File: src/spi_expander_pkg.sv
// Purpose: Shared constants and carriers for the SPI port expander
// Assumes: Single 20 MHz clock, synchronous active-high reset
// Notes: Overview list below
// Overview of operation
// - Output expander shifts MOSI on SCK while its select is low, drives eight outputs.
// - Reset clears output shift register and latch; all outputs go low.
// - One select captures eight inputs, another shifts them out on MISO with SCK.
// - MISO driven only while input shift select is active, otherwise released.
// - Three-bit code decodes to exactly one active-low select of eight.
package spi_expander_pkg;
    localparam int width = 8;
    localparam logic [2:0] code_input_capture = 3'h3;
    localparam logic [2:0] code_input_shift = 3'h4;
    localparam logic [2:0] code_output_expander = 3'h5;
    localparam logic [7:0] outputs_reset = 8'h00;
    localparam logic [7:0] selects_idle = 8'hff;

    // Synchronised SPI pin levels
    typedef struct packed {
        logic sck;
        logic mosi;
        logic [2:0] code;
    } spi_pins_type;
endpackage : spi_expander_pkg

File: src/spi_sync.sv
// Purpose: Two-flop synchroniser for a group of pin inputs
// Assumes: Inputs asynchronous to clock
// Notes: First stage is read only by the second
`timescale 1ns/1ns
module spi_sync #(
    parameter int bits = 5
) (
    input wire logic clock,
    input wire logic rst,
    input wire logic [bits-1:0] async_in,
    output logic [bits-1:0] sync_out
);
    logic [bits-1:0] stage1;

    // Two stages against metastability
    always_ff @(posedge clock) begin
        if (rst) begin
            stage1 <= '0;
            sync_out <= '0;
        end else begin
            stage1 <= async_in;
            sync_out <= stage1;
        end
    end
endmodule : spi_sync

File: src/spi_port_expander.sv
// Purpose: SPI port expander: select decoder, output and input shift registers
// Assumes: SCK idle low, data sampled on rising SCK; SCK much slower than clock
// Notes: Pins are oversampled; rst stands in for the board reset
`timescale 1ns/1ns
module spi_port_expander
    import spi_expander_pkg::*;
#(
    parameter int n = width
) (
    input wire logic clock,
    input wire logic rst,
    input wire logic sck,
    input wire logic mosi,
    input wire logic [2:0] select_code_pins,
    input wire logic [n-1:0] expanded_inputs,
    output logic [7:0] selects_n,
    output logic [n-1:0] expanded_outputs,
    output logic miso_out,
    output logic miso_oe
);
    spi_pins_type pins;
    logic [n-1:0] inputs_sync;
    logic sck_prev;
    logic sck_rise;
    logic [7:0] next_selects_n;
    logic [n-1:0] out_shift;
    logic [n-1:0] in_shift;
    logic out_sel_prev;
    logic cap_sel_prev;
    logic capture_edge;
    logic [3:0] out_bits;

    // Pin synchronisers, SPI group and parallel inputs
    spi_sync #(.bits(5)) sync_spi (
        .clock(clock),
        .rst(rst),
        .async_in({sck, mosi, select_code_pins}),
        .sync_out(pins)
    );
    spi_sync #(.bits(n)) sync_in (
        .clock(clock),
        .rst(rst),
        .async_in(expanded_inputs),
        .sync_out(inputs_sync)
    );

    // One-hot active-low decode
    always_comb begin
        next_selects_n = selects_idle;
        next_selects_n[pins.code] = 1'b0;
    end

    always_ff @(posedge clock) begin
        if (rst) begin
            selects_n <= selects_idle;
        end else begin
            selects_n <= next_selects_n;
        end
    end

    // SCK edge detect on synchronised level
    always_ff @(posedge clock) begin
        if (rst) begin
            sck_prev <= 1'b0;
        end else begin
            sck_prev <= pins.sck;
        end
    end
    assign sck_rise = pins.sck & ~sck_prev;

    // Output shift register, MSB first; relies on code set before SCK
    always_ff @(posedge clock) begin
        if (rst) begin
            out_shift <= outputs_reset;
        end else if (sck_rise && !selects_n[code_output_expander]) begin
            out_shift <= {out_shift[n-2:0], pins.mosi};
        end
    end

    // Latch on select release so outputs never show partial data
    always_ff @(posedge clock) begin
        if (rst) begin
            out_sel_prev <= 1'b1;
            expanded_outputs <= outputs_reset;
        end else begin
            out_sel_prev <= selects_n[code_output_expander];
            if (selects_n[code_output_expander] && !out_sel_prev) begin
                expanded_outputs <= out_shift;
            end
        end
    end

    // Falling edge of the capture select, seen on the registered decode
    assign capture_edge = !selects_n[code_input_capture] && cap_sel_prev;

    // Input register: capture on capture select falling, shift on SCK
    always_ff @(posedge clock) begin
        if (rst) begin
            cap_sel_prev <= 1'b1;
            in_shift <= '0;
        end else begin
            cap_sel_prev <= selects_n[code_input_capture];
            if (capture_edge) begin
                in_shift <= inputs_sync;
            end else if (sck_rise && !selects_n[code_input_shift]) begin
                in_shift <= {in_shift[n-2:0], 1'b0};
            end
        end
    end

    // Tri-state buffer on MISO, shared with other slaves
    always_ff @(posedge clock) begin
        if (rst) begin
            miso_out <= 1'b0;
            miso_oe <= 1'b0;
        end else begin
            miso_out <= in_shift[n-1];
            miso_oe <= ~selects_n[code_input_shift];
        end
    end

    // Bits clocked into the output register since its select went low.
    // Only the cover below reads it; it saturates so long bursts cannot wrap.
    // Four bits suit the byte-wide register; a wider n needs a wider count.
    always_ff @(posedge clock) begin
        if (rst) begin
            out_bits <= '0;
        end else if (selects_n[code_output_expander]) begin
            out_bits <= '0;
        end else if (sck_rise && out_bits != 4'hf) begin
            out_bits <= out_bits + 4'h1;
        end
    end

    // Assertions. All run on clock; all but the two reset checks are held off while rst is high.
    // The decode register still shows the idle pattern in the first cycle
    // after reset, so the one-hot check skips that single cycle.

    // Decode: exactly one select low once reset has flushed
    AST_ONE_HOT: assert property (@(posedge clock) disable iff (rst)
        !$past(rst) |-> $onehot(~selects_n))
        else $error("select decode not one-hot");

    // Decode: the low select is the one the synchronised code names
    AST_DECODE: assert property (@(posedge clock) disable iff (rst)
        1'b1 |=> selects_n == ~(8'h01 << $past(pins.code)))
        else $error("decode does not follow code");

    // Reset leaves every select idle and the shared line released
    AST_RESET_PINS: assert property (@(posedge clock)
        rst |=> !miso_oe && selects_n == selects_idle)
        else $error("reset left a select or MISO active");

    // MISO buffer follows the shift select one cycle later
    AST_OE: assert property (@(posedge clock) disable iff (rst)
        !selects_n[code_input_shift] |=> miso_oe)
        else $error("MISO not driven while shift selected");

    // Other slaves own the line whenever the shift select is idle
    AST_RELEASE: assert property (@(posedge clock) disable iff (rst)
        selects_n[code_input_shift] |=> !miso_oe)
        else $error("MISO driven while not selected");

    // While driven, MISO carries the tail of the input register
    AST_MISO_TAIL: assert property (@(posedge clock) disable iff (rst)
        !selects_n[code_input_shift] |=> miso_out == $past(in_shift[n-1]))
        else $error("MISO does not show register tail");

    // Outputs frozen for the whole transfer, so no partial byte leaks
    AST_LATCH_HOLD: assert property (@(posedge clock) disable iff (rst)
        !selects_n[code_output_expander] |=> $stable(expanded_outputs))
        else $error("outputs changed mid transfer");

    // Outputs move only on the release of the output select
    AST_LATCH_ONLY_RELEASE: assert property (@(posedge clock) disable iff (rst)
        !$rose(selects_n[code_output_expander]) |=> $stable(expanded_outputs))
        else $error("outputs changed without select release");

    // On release the latch takes the shift register as it stood
    AST_LATCH_COPY: assert property (@(posedge clock) disable iff (rst)
        $rose(selects_n[code_output_expander]) |=> expanded_outputs == $past(out_shift))
        else $error("latch did not copy shift register");

    // Each SCK rise under the output select takes one MOSI bit
    AST_SHIFT: assert property (@(posedge clock) disable iff (rst)
        sck_rise && !selects_n[code_output_expander] |=> out_shift[0] == $past(pins.mosi))
        else $error("MOSI bit not shifted in");

    // SCK meant for another target must not disturb the output register
    AST_OUT_STILL: assert property (@(posedge clock) disable iff (rst)
        !(sck_rise && !selects_n[code_output_expander]) |=> $stable(out_shift))
        else $error("output register moved without its select");

    // Reset clears both the shift stage and the visible outputs
    AST_RESET: assert property (@(posedge clock)
        rst |=> expanded_outputs == outputs_reset && out_shift == outputs_reset)
        else $error("reset did not clear outputs");

    // Capture select falling loads the parallel inputs
    AST_CAPTURE: assert property (@(posedge clock) disable iff (rst)
        $fell(selects_n[code_input_capture]) |=> in_shift == $past(inputs_sync))
        else $error("inputs not captured");

    // Each SCK rise under the shift select moves the input register on
    AST_IN_SHIFT: assert property (@(posedge clock) disable iff (rst)
        sck_rise && !selects_n[code_input_shift] |=> in_shift == {$past(in_shift[n-2:0]), 1'b0})
        else $error("input register did not shift");

    // Without capture or shift the captured bits must stay put
    AST_IN_STILL: assert property (@(posedge clock) disable iff (rst)
        !capture_edge && !(sck_rise && !selects_n[code_input_shift]) |=> $stable(in_shift))
        else $error("input register moved while idle");

    // Main scenarios: a write, a full byte write, a capture, a read
    COV_OUT_WRITE: cover property (@(posedge clock) $rose(selects_n[code_output_expander]));
    COV_FULL_BYTE: cover property (@(posedge clock)
        $rose(selects_n[code_output_expander]) && out_bits == 4'(n));
    COV_CAPTURE: cover property (@(posedge clock) $fell(selects_n[code_input_capture]));
    COV_SHIFT_OUT: cover property (@(posedge clock) sck_rise && miso_oe);
endmodule : spi_port_expander

File: config.mk
export PLATFORM = sky130hd
export DESIGN_NAME = spi_port_expander
export DESIGN_NICKNAME = d
export VERILOG_FILES = /design/src/spi_expander_pkg.sv /design/src/spi_sync.sv /design/src/spi_port_expander.sv
export SDC_FILE = /design/constraint.sdc
export NUM_CORES = 1
export LEC_CHECK = 0
export BUFFER_PORTS_ARGS = -buffer_cell sky130_fd_sc_hd__buf_4
export CAP_MARGIN = 20
export CORE_MARGIN = 2
export CORE_UTILIZATION = 50
export CTS_CLUSTER_DIAMETER = 30
export DETAILED_ROUTE_END_ITERATION = 10
export GPL_TIMING_DRIVEN = 1
export MAX_ROUTING_LAYER = met4
export PLACE_DENSITY = 0.72
export SLEW_MARGIN = 0
export SYNTH_ARGS = -nofsm -noshare
export SYNTH_HDL_FRONTEND = slang
export SYNTH_HIERARCHICAL = 1
export SYNTH_SLANG_ARGS = --single-unit
export TNS_END_PERCENT = 30
File: constraint.sdc
create_clock -name clock -period 2.8 [get_ports clock]
set_input_delay 0.56 -clock clock [delete_from_list [all_inputs] [get_ports clock]]
set_output_delay 0.56 -clock clock [all_outputs]
set_load 0.05 [all_outputs]
==> Yosys cells after proc, flatten, opt, wreduce, memory -nomap -nowiden <==
Cells that the tools add are included.
{ "classes": {"magnitude_cmp": 2, "bitwise": 4, "mux": 4, "n_reduce_logical": 10} }
{ "ops": {"columns": ["cell", "n"], "rows": [
  ["2-to-1 mux 8 bit", 2],
  ["NOT 8 bit", 1],
  ["logical AND 1 bit", 5],
  ["logical NOT 1 bit", 4],
  ["< comparator 3 x 4 -> 1 bit, second input constant", 1],
  ["demux 1 bit (select 3 bit)", 1],
  [">= comparator 3 x 1 -> 1 bit, second input constant", 1],
  ["NOT 1 bit", 2],
  ["nonzero test 2 bit", 1],
  ["AND 1 bit", 1],
  ["2-to-1 mux 1 bit", 1]
]} }
{ "word_totals": {"in_bits": 15, "ff_bits": 63, "elab_cells": 33, "out_inout_bits": 18} }

==> Longest topological paths before layout <==
{ "depth": {"word_depth": 5, "ltp_mapped": 4, "mapped_depth_nobuf": 3} }

==> Cells and area by module <==
Netlist, hierarchy kept.
{ "modules_own_cells": {"columns": ["module", "seq_area_each_um2", "area_per_inst_um2", "n_inst", "cells_each"], "rows": [
  ["spi_port_expander", 740.7, 1296.2, 1, 130],
  ["spi_sync (sync_in)", 320.3, 464.2, 1, 33],
  ["spi_sync (sync_spi)", 200.2, 262.8, 1, 20]
]} }

==> Least setup slack after synthesis <==
OpenSTA, ideal clock, no wires.
{ "synth_path": {"path_type": "register to register", "startpoint": "register selects_n[5]", "endpoint": "register expanded_outputs[5]", "path_buffers": 1, "period_less_slack_ns": 1.397, "slack_ns": 1.403, "t_required_ns": 2.672, "arrival_time_ns": 1.270, "path_stages_with_launch": 5, "setup_ns": 0.128, "path_cell_list": "dfxtp_1 nor2b_1 buf_2 mux2i_1 nor2_1"} }
{ "synth_via": {"elab_chain_cells": 1} }
{ "synth_rtl": {"columns": ["element", "line_no", "rtl"], "rows": [
  ["start, declared", "spi_port_expander.sv:16", "output logic [7:0] selects_n,"],
  ["start signal, assigned", "spi_port_expander.sv:55", "selects_n <= selects_idle;"],
  ["start signal, assigned", "spi_port_expander.sv:57", "selects_n <= next_selects_n;"],
  ["logical AND 1 bit", "spi_port_expander.sv:87", "if (selects_n[code_output_expander] && !out_sel_prev) begin"],
  ["end signal, assigned", "spi_port_expander.sv:84", "expanded_outputs <= outputs_reset;"],
  ["end signal, assigned", "spi_port_expander.sv:88", "expanded_outputs <= out_shift;"],
  ["end, declared", "spi_port_expander.sv:17", "output logic [n-1:0] expanded_outputs,"]
]} }
Every way passes these cells.
A chain may end at the register's enable or synchronous reset.

==> Worst setup path in the final report <==
{ "layout_path": {"startpoint": "register selects_n[5]", "endpoint": "register expanded_outputs[6]"} }
Same word-level chain as after synthesis.

==> qor.json <==
{
  "run_status": {
    "outcome": "finished clean"
  },
  "global_routing": {
    "antenna_found_initial": 0,
    "grt_use_total_pct": 16.4,
    "maximum_number_of_pins_on_one_net_before_global_route_repair": 58,
    "first_global_vias": 1213,
    "grt_pass1_wl_um": 5230,
    "grt_overflow": 0
  },
  "cells_and_area": {
    "leading_cell_types_in_the_layout_fill_and_taps_excluded": "63 x sky130_fd_sc_hd__dfxtp_1, 33 x sky130_fd_sc_hd__buf_4, 26 x sky130_fd_sc_hd__nor2_1",
    "n_fill_cell": 338,
    "finish.cell_count_without_fillers": 272,
    "drive_gt1_share_pct": 27.5,
    "fin_nets": 234,
    "regArea_um2": 1260,
    "layout.cells.most_common": "sky130_fd_sc_hd__dfxtp_1",
    "areaGrowthSynthToFinish_pct": 20.8,
    "final_standard_cell_area_without_fillers_um2": 2440,
    "multi_input_comb_area_um2": 708,
    "antenna_cells": 0
  },
  "sta": {
    "fmaxAchievable_ghz": 0.641,
    "finClkSkew_ns": 0.00542,
    "timing_worst_slew_pin_value_ns": 0.892,
    "rsz_0062_raised_after_global_routing": "no",
    "finalSetupViolCount": 0,
    "slew-limit-headroom_pct": 40.4,
    "finalCriticalPeriod_ns": 1.56,
    "totalNegativeSetupSlack_ns": 0,
    "fin_crit_sh_pct": 55.8,
    "finalMaxSlewViolations": 0,
    "timing_hold_violations_final": 0
  },
  "synth": {
    "synth.ff_latch_count": 63,
    "synth.distinct_cells": 20,
    "synth_area_um2": 2020,
    "synth_top_area_cell": "sky130_fd_sc_hd__dfxtp_1",
    "synth.yosys.warnings": 6,
    "synth_top_flop_cell": "sky130_fd_sc_hd__dfxtp_1",
    "synth-seq-area-share_pct": 62.3,
    "netlist_top_cells_area": "sky130_fd_sc_hd__dfxtp_1 62%, sky130_fd_sc_hd__mux2i_1 7.9%, sky130_fd_sc_hd__nor2b_1 5.9%",
    "synthesis.area_per_instance_um2": 11.1,
    "syn-num-nets": 198,
    "number_of_flops_mapped_to_enable_cells_by_yosys": 0,
    "synthesized_netlist_cell_count": 183,
    "share_of_flip_flops_with_an_asynchronous_set_or_reset_pct": 0,
    "synth_largest_type_area_fraction_pct": 62.3
  },
  "drt": {
    "detail_route.first_pass.iterations": 4,
    "antenna_left": 0,
    "remaining_drc_errors": 0,
    "detail_route.wirelength_um": 3080,
    "first_iter_violations": 69,
    "via_count": 1302,
    "drt-vias-per-instance": 4.79,
    "avgRoutedWirePerCell_um": 11.3
  },
  "die": {
    "core_area_um2": 3940,
    "floorplan.die_area_um2": 4570,
    "placementRows": 23,
    "effective_utilization_at_floorplan_pct": 51.3,
    "ioPinCount": 33,
    "die_x_extent_um": 67.6,
    "floorplan.die.height_um": 67.6
  },
  "place": {
    "gpl.final_weighted_congestion": 0.723,
    "placedCellCount": 258,
    "dpl-instance-area_um2": 2280,
    "hpwlAfterDp_um": 1950,
    "io_buffer_count": 32
  },
  "clock_network": {
    "postCtsSetupRepairBufs": 0,
    "cts-hold-fix-buffers": 0,
    "cts_sinks": 63,
    "cts.clk_slew.worst_paths_ns": 0.06,
    "cts_htree_levels": 3,
    "post_cts_resized": 0,
    "clockRootBuffer": "sky130_fd_sc_hd__clkbuf_8",
    "clk_latency_ns": 0.32,
    "clock_tree_from_tritoncts": "done",
    "clock_tree.buffer_depth": 2,
    "numCtsBuffers": 9
  },
  "critical_path": {
    "worstSetupStartpointType": "register",
    "timing.critical_path.required_ns": 2.98,
    "critPathArrivalTime_ns": 1.74,
    "worstRegToRegCells": 3,
    "crit_type": "reg2reg",
    "critical_path_peak_fanout": 8,
    "endpoint_kind": "register"
  },
  "job": {
    "maxCapViolations": 0
  },
  "power_and_ir_drop": {
    "power.leakage_nw": 0.960,
    "power_per_cell_area_nw_per_um2": 670,
    "vdd.ir_drop.worst_v": 0.000440
  },
  "worst_hold_path": {
    "timing.hold.worst.class": "reg2reg",
    "worstHoldPathCells": 1
  }
}
==> sequential cells by signal (all words and copies together) (netlist names) <==
signal,count
selects_n,8
in_shift,8
miso_out,1
sync_in/sync_out,8
sync_in/stage1,8
miso_oe,1
sync_spi/stage1,5
cap_sel_prev,1
out_sel_prev,1
out_shift,8
expanded_outputs,8
sck_prev,1
sync_spi/sync_out,5
==> worst paths after layout <==
| check | from | to | slack, ns |
|---|---|---|---|
| hold / removal | sync_spi/stage1[1]$_SDFF_PP0_ | sync_spi/sync_out[1]$_SDFF_PP0_ | 0.44 |
| hold reg to reg | sync_spi/stage1[1]$_SDFF_PP0_ | sync_spi/sync_out[1]$_SDFF_PP0_ | 0.44 |
| setup / recovery | selects_n[5]$_SDFF_PP1_ | expanded_outputs[6]$_SDFFE_PP0P_ | 1.24 |
| setup reg to reg | selects_n[5]$_SDFF_PP1_ | expanded_outputs[6]$_SDFFE_PP0P_ | 1.24 |
==> Yosys cell counts, types with 2 or more instances <==
cell                        n
sky130_fd_sc_hd__mux2i_1   16
sky130_fd_sc_hd__buf_4      2
sky130_fd_sc_hd__buf_6      2
sky130_fd_sc_hd__nor2_1    26
sky130_fd_sc_hd__and2b_2    6
sky130_fd_sc_hd__dfxtp_1   63
sky130_fd_sc_hd__or2_2      2
sky130_fd_sc_hd__a311oi_1   7
sky130_fd_sc_hd__clkbuf_1   3
sky130_fd_sc_hd__nand3_1    3
sky130_fd_sc_hd__nand2_1   20
sky130_fd_sc_hd__nor2b_2    7
sky130_fd_sc_hd__nor2b_1   19
==> power by group <==
group          switching (mW)  total (mW)  leakage [nW]  internal [mW]
combinational          0.0316      0.0625         0.360         0.0309
sequential            0.00721       0.925         0.514          0.918
clock                   0.290       0.649        0.0854          0.359
==> routing by layer <==
layer  vias up  global-route usage (%)  share of wire [%]
li1        666                       -                  -
met1       596                    17.9                 42
met2        34                    25.7                 52
met3         6                    5.50                4.5
met4         0                    9.95                1.7
met5         -                       -                  0
==> cell families after synthesis <==
| group | after synthesis | synth area share [%] |
|---|---|---|
| multiplexers | 16 | 7.92 |
| flip-flops | 63 | 62.3 |
| buffers and inverters | 8 | 2.66 |
| AND/OR/NAND/NOR | 88 | 23.8 |
| AO/OA/AOI/OAI | 8 | 3.28 |
==> area by class of cell <==
cell class,instances,share of cell area (%)
tap,50,2.56
timing repair buffer,33,10.1
sequential,63,51.6
clock buffer,13,6.50
multi-input combinational,112,29.0
clock inverter,1,0.205
==> worst max-delay path: stages, from the launching register on <==
cell and delay, ns:
sky130_fd_sc_hd__dfxtp_1 0.36, sky130_fd_sc_hd__nor2b_1 0.73, sky130_fd_sc_hd__mux2i_1 0.28, sky130_fd_sc_hd__nor2_1 0.06
==> per-stage QoR <==
stage                     setup slack, ns  total power, mW  util [%]  hold WS (ns)
after floorplan                      1.40            0.983         -         0.402
after global placement               1.33             1.01      57.8         0.418
after detailed placement             1.22             1.01      57.8         0.421
after CTS                            1.21             1.66      62.0         0.439
after global routing                 1.09             1.71      62.0         0.448
final                                1.24             1.64      62.0         0.435
(Power assumes the default switching activity.)
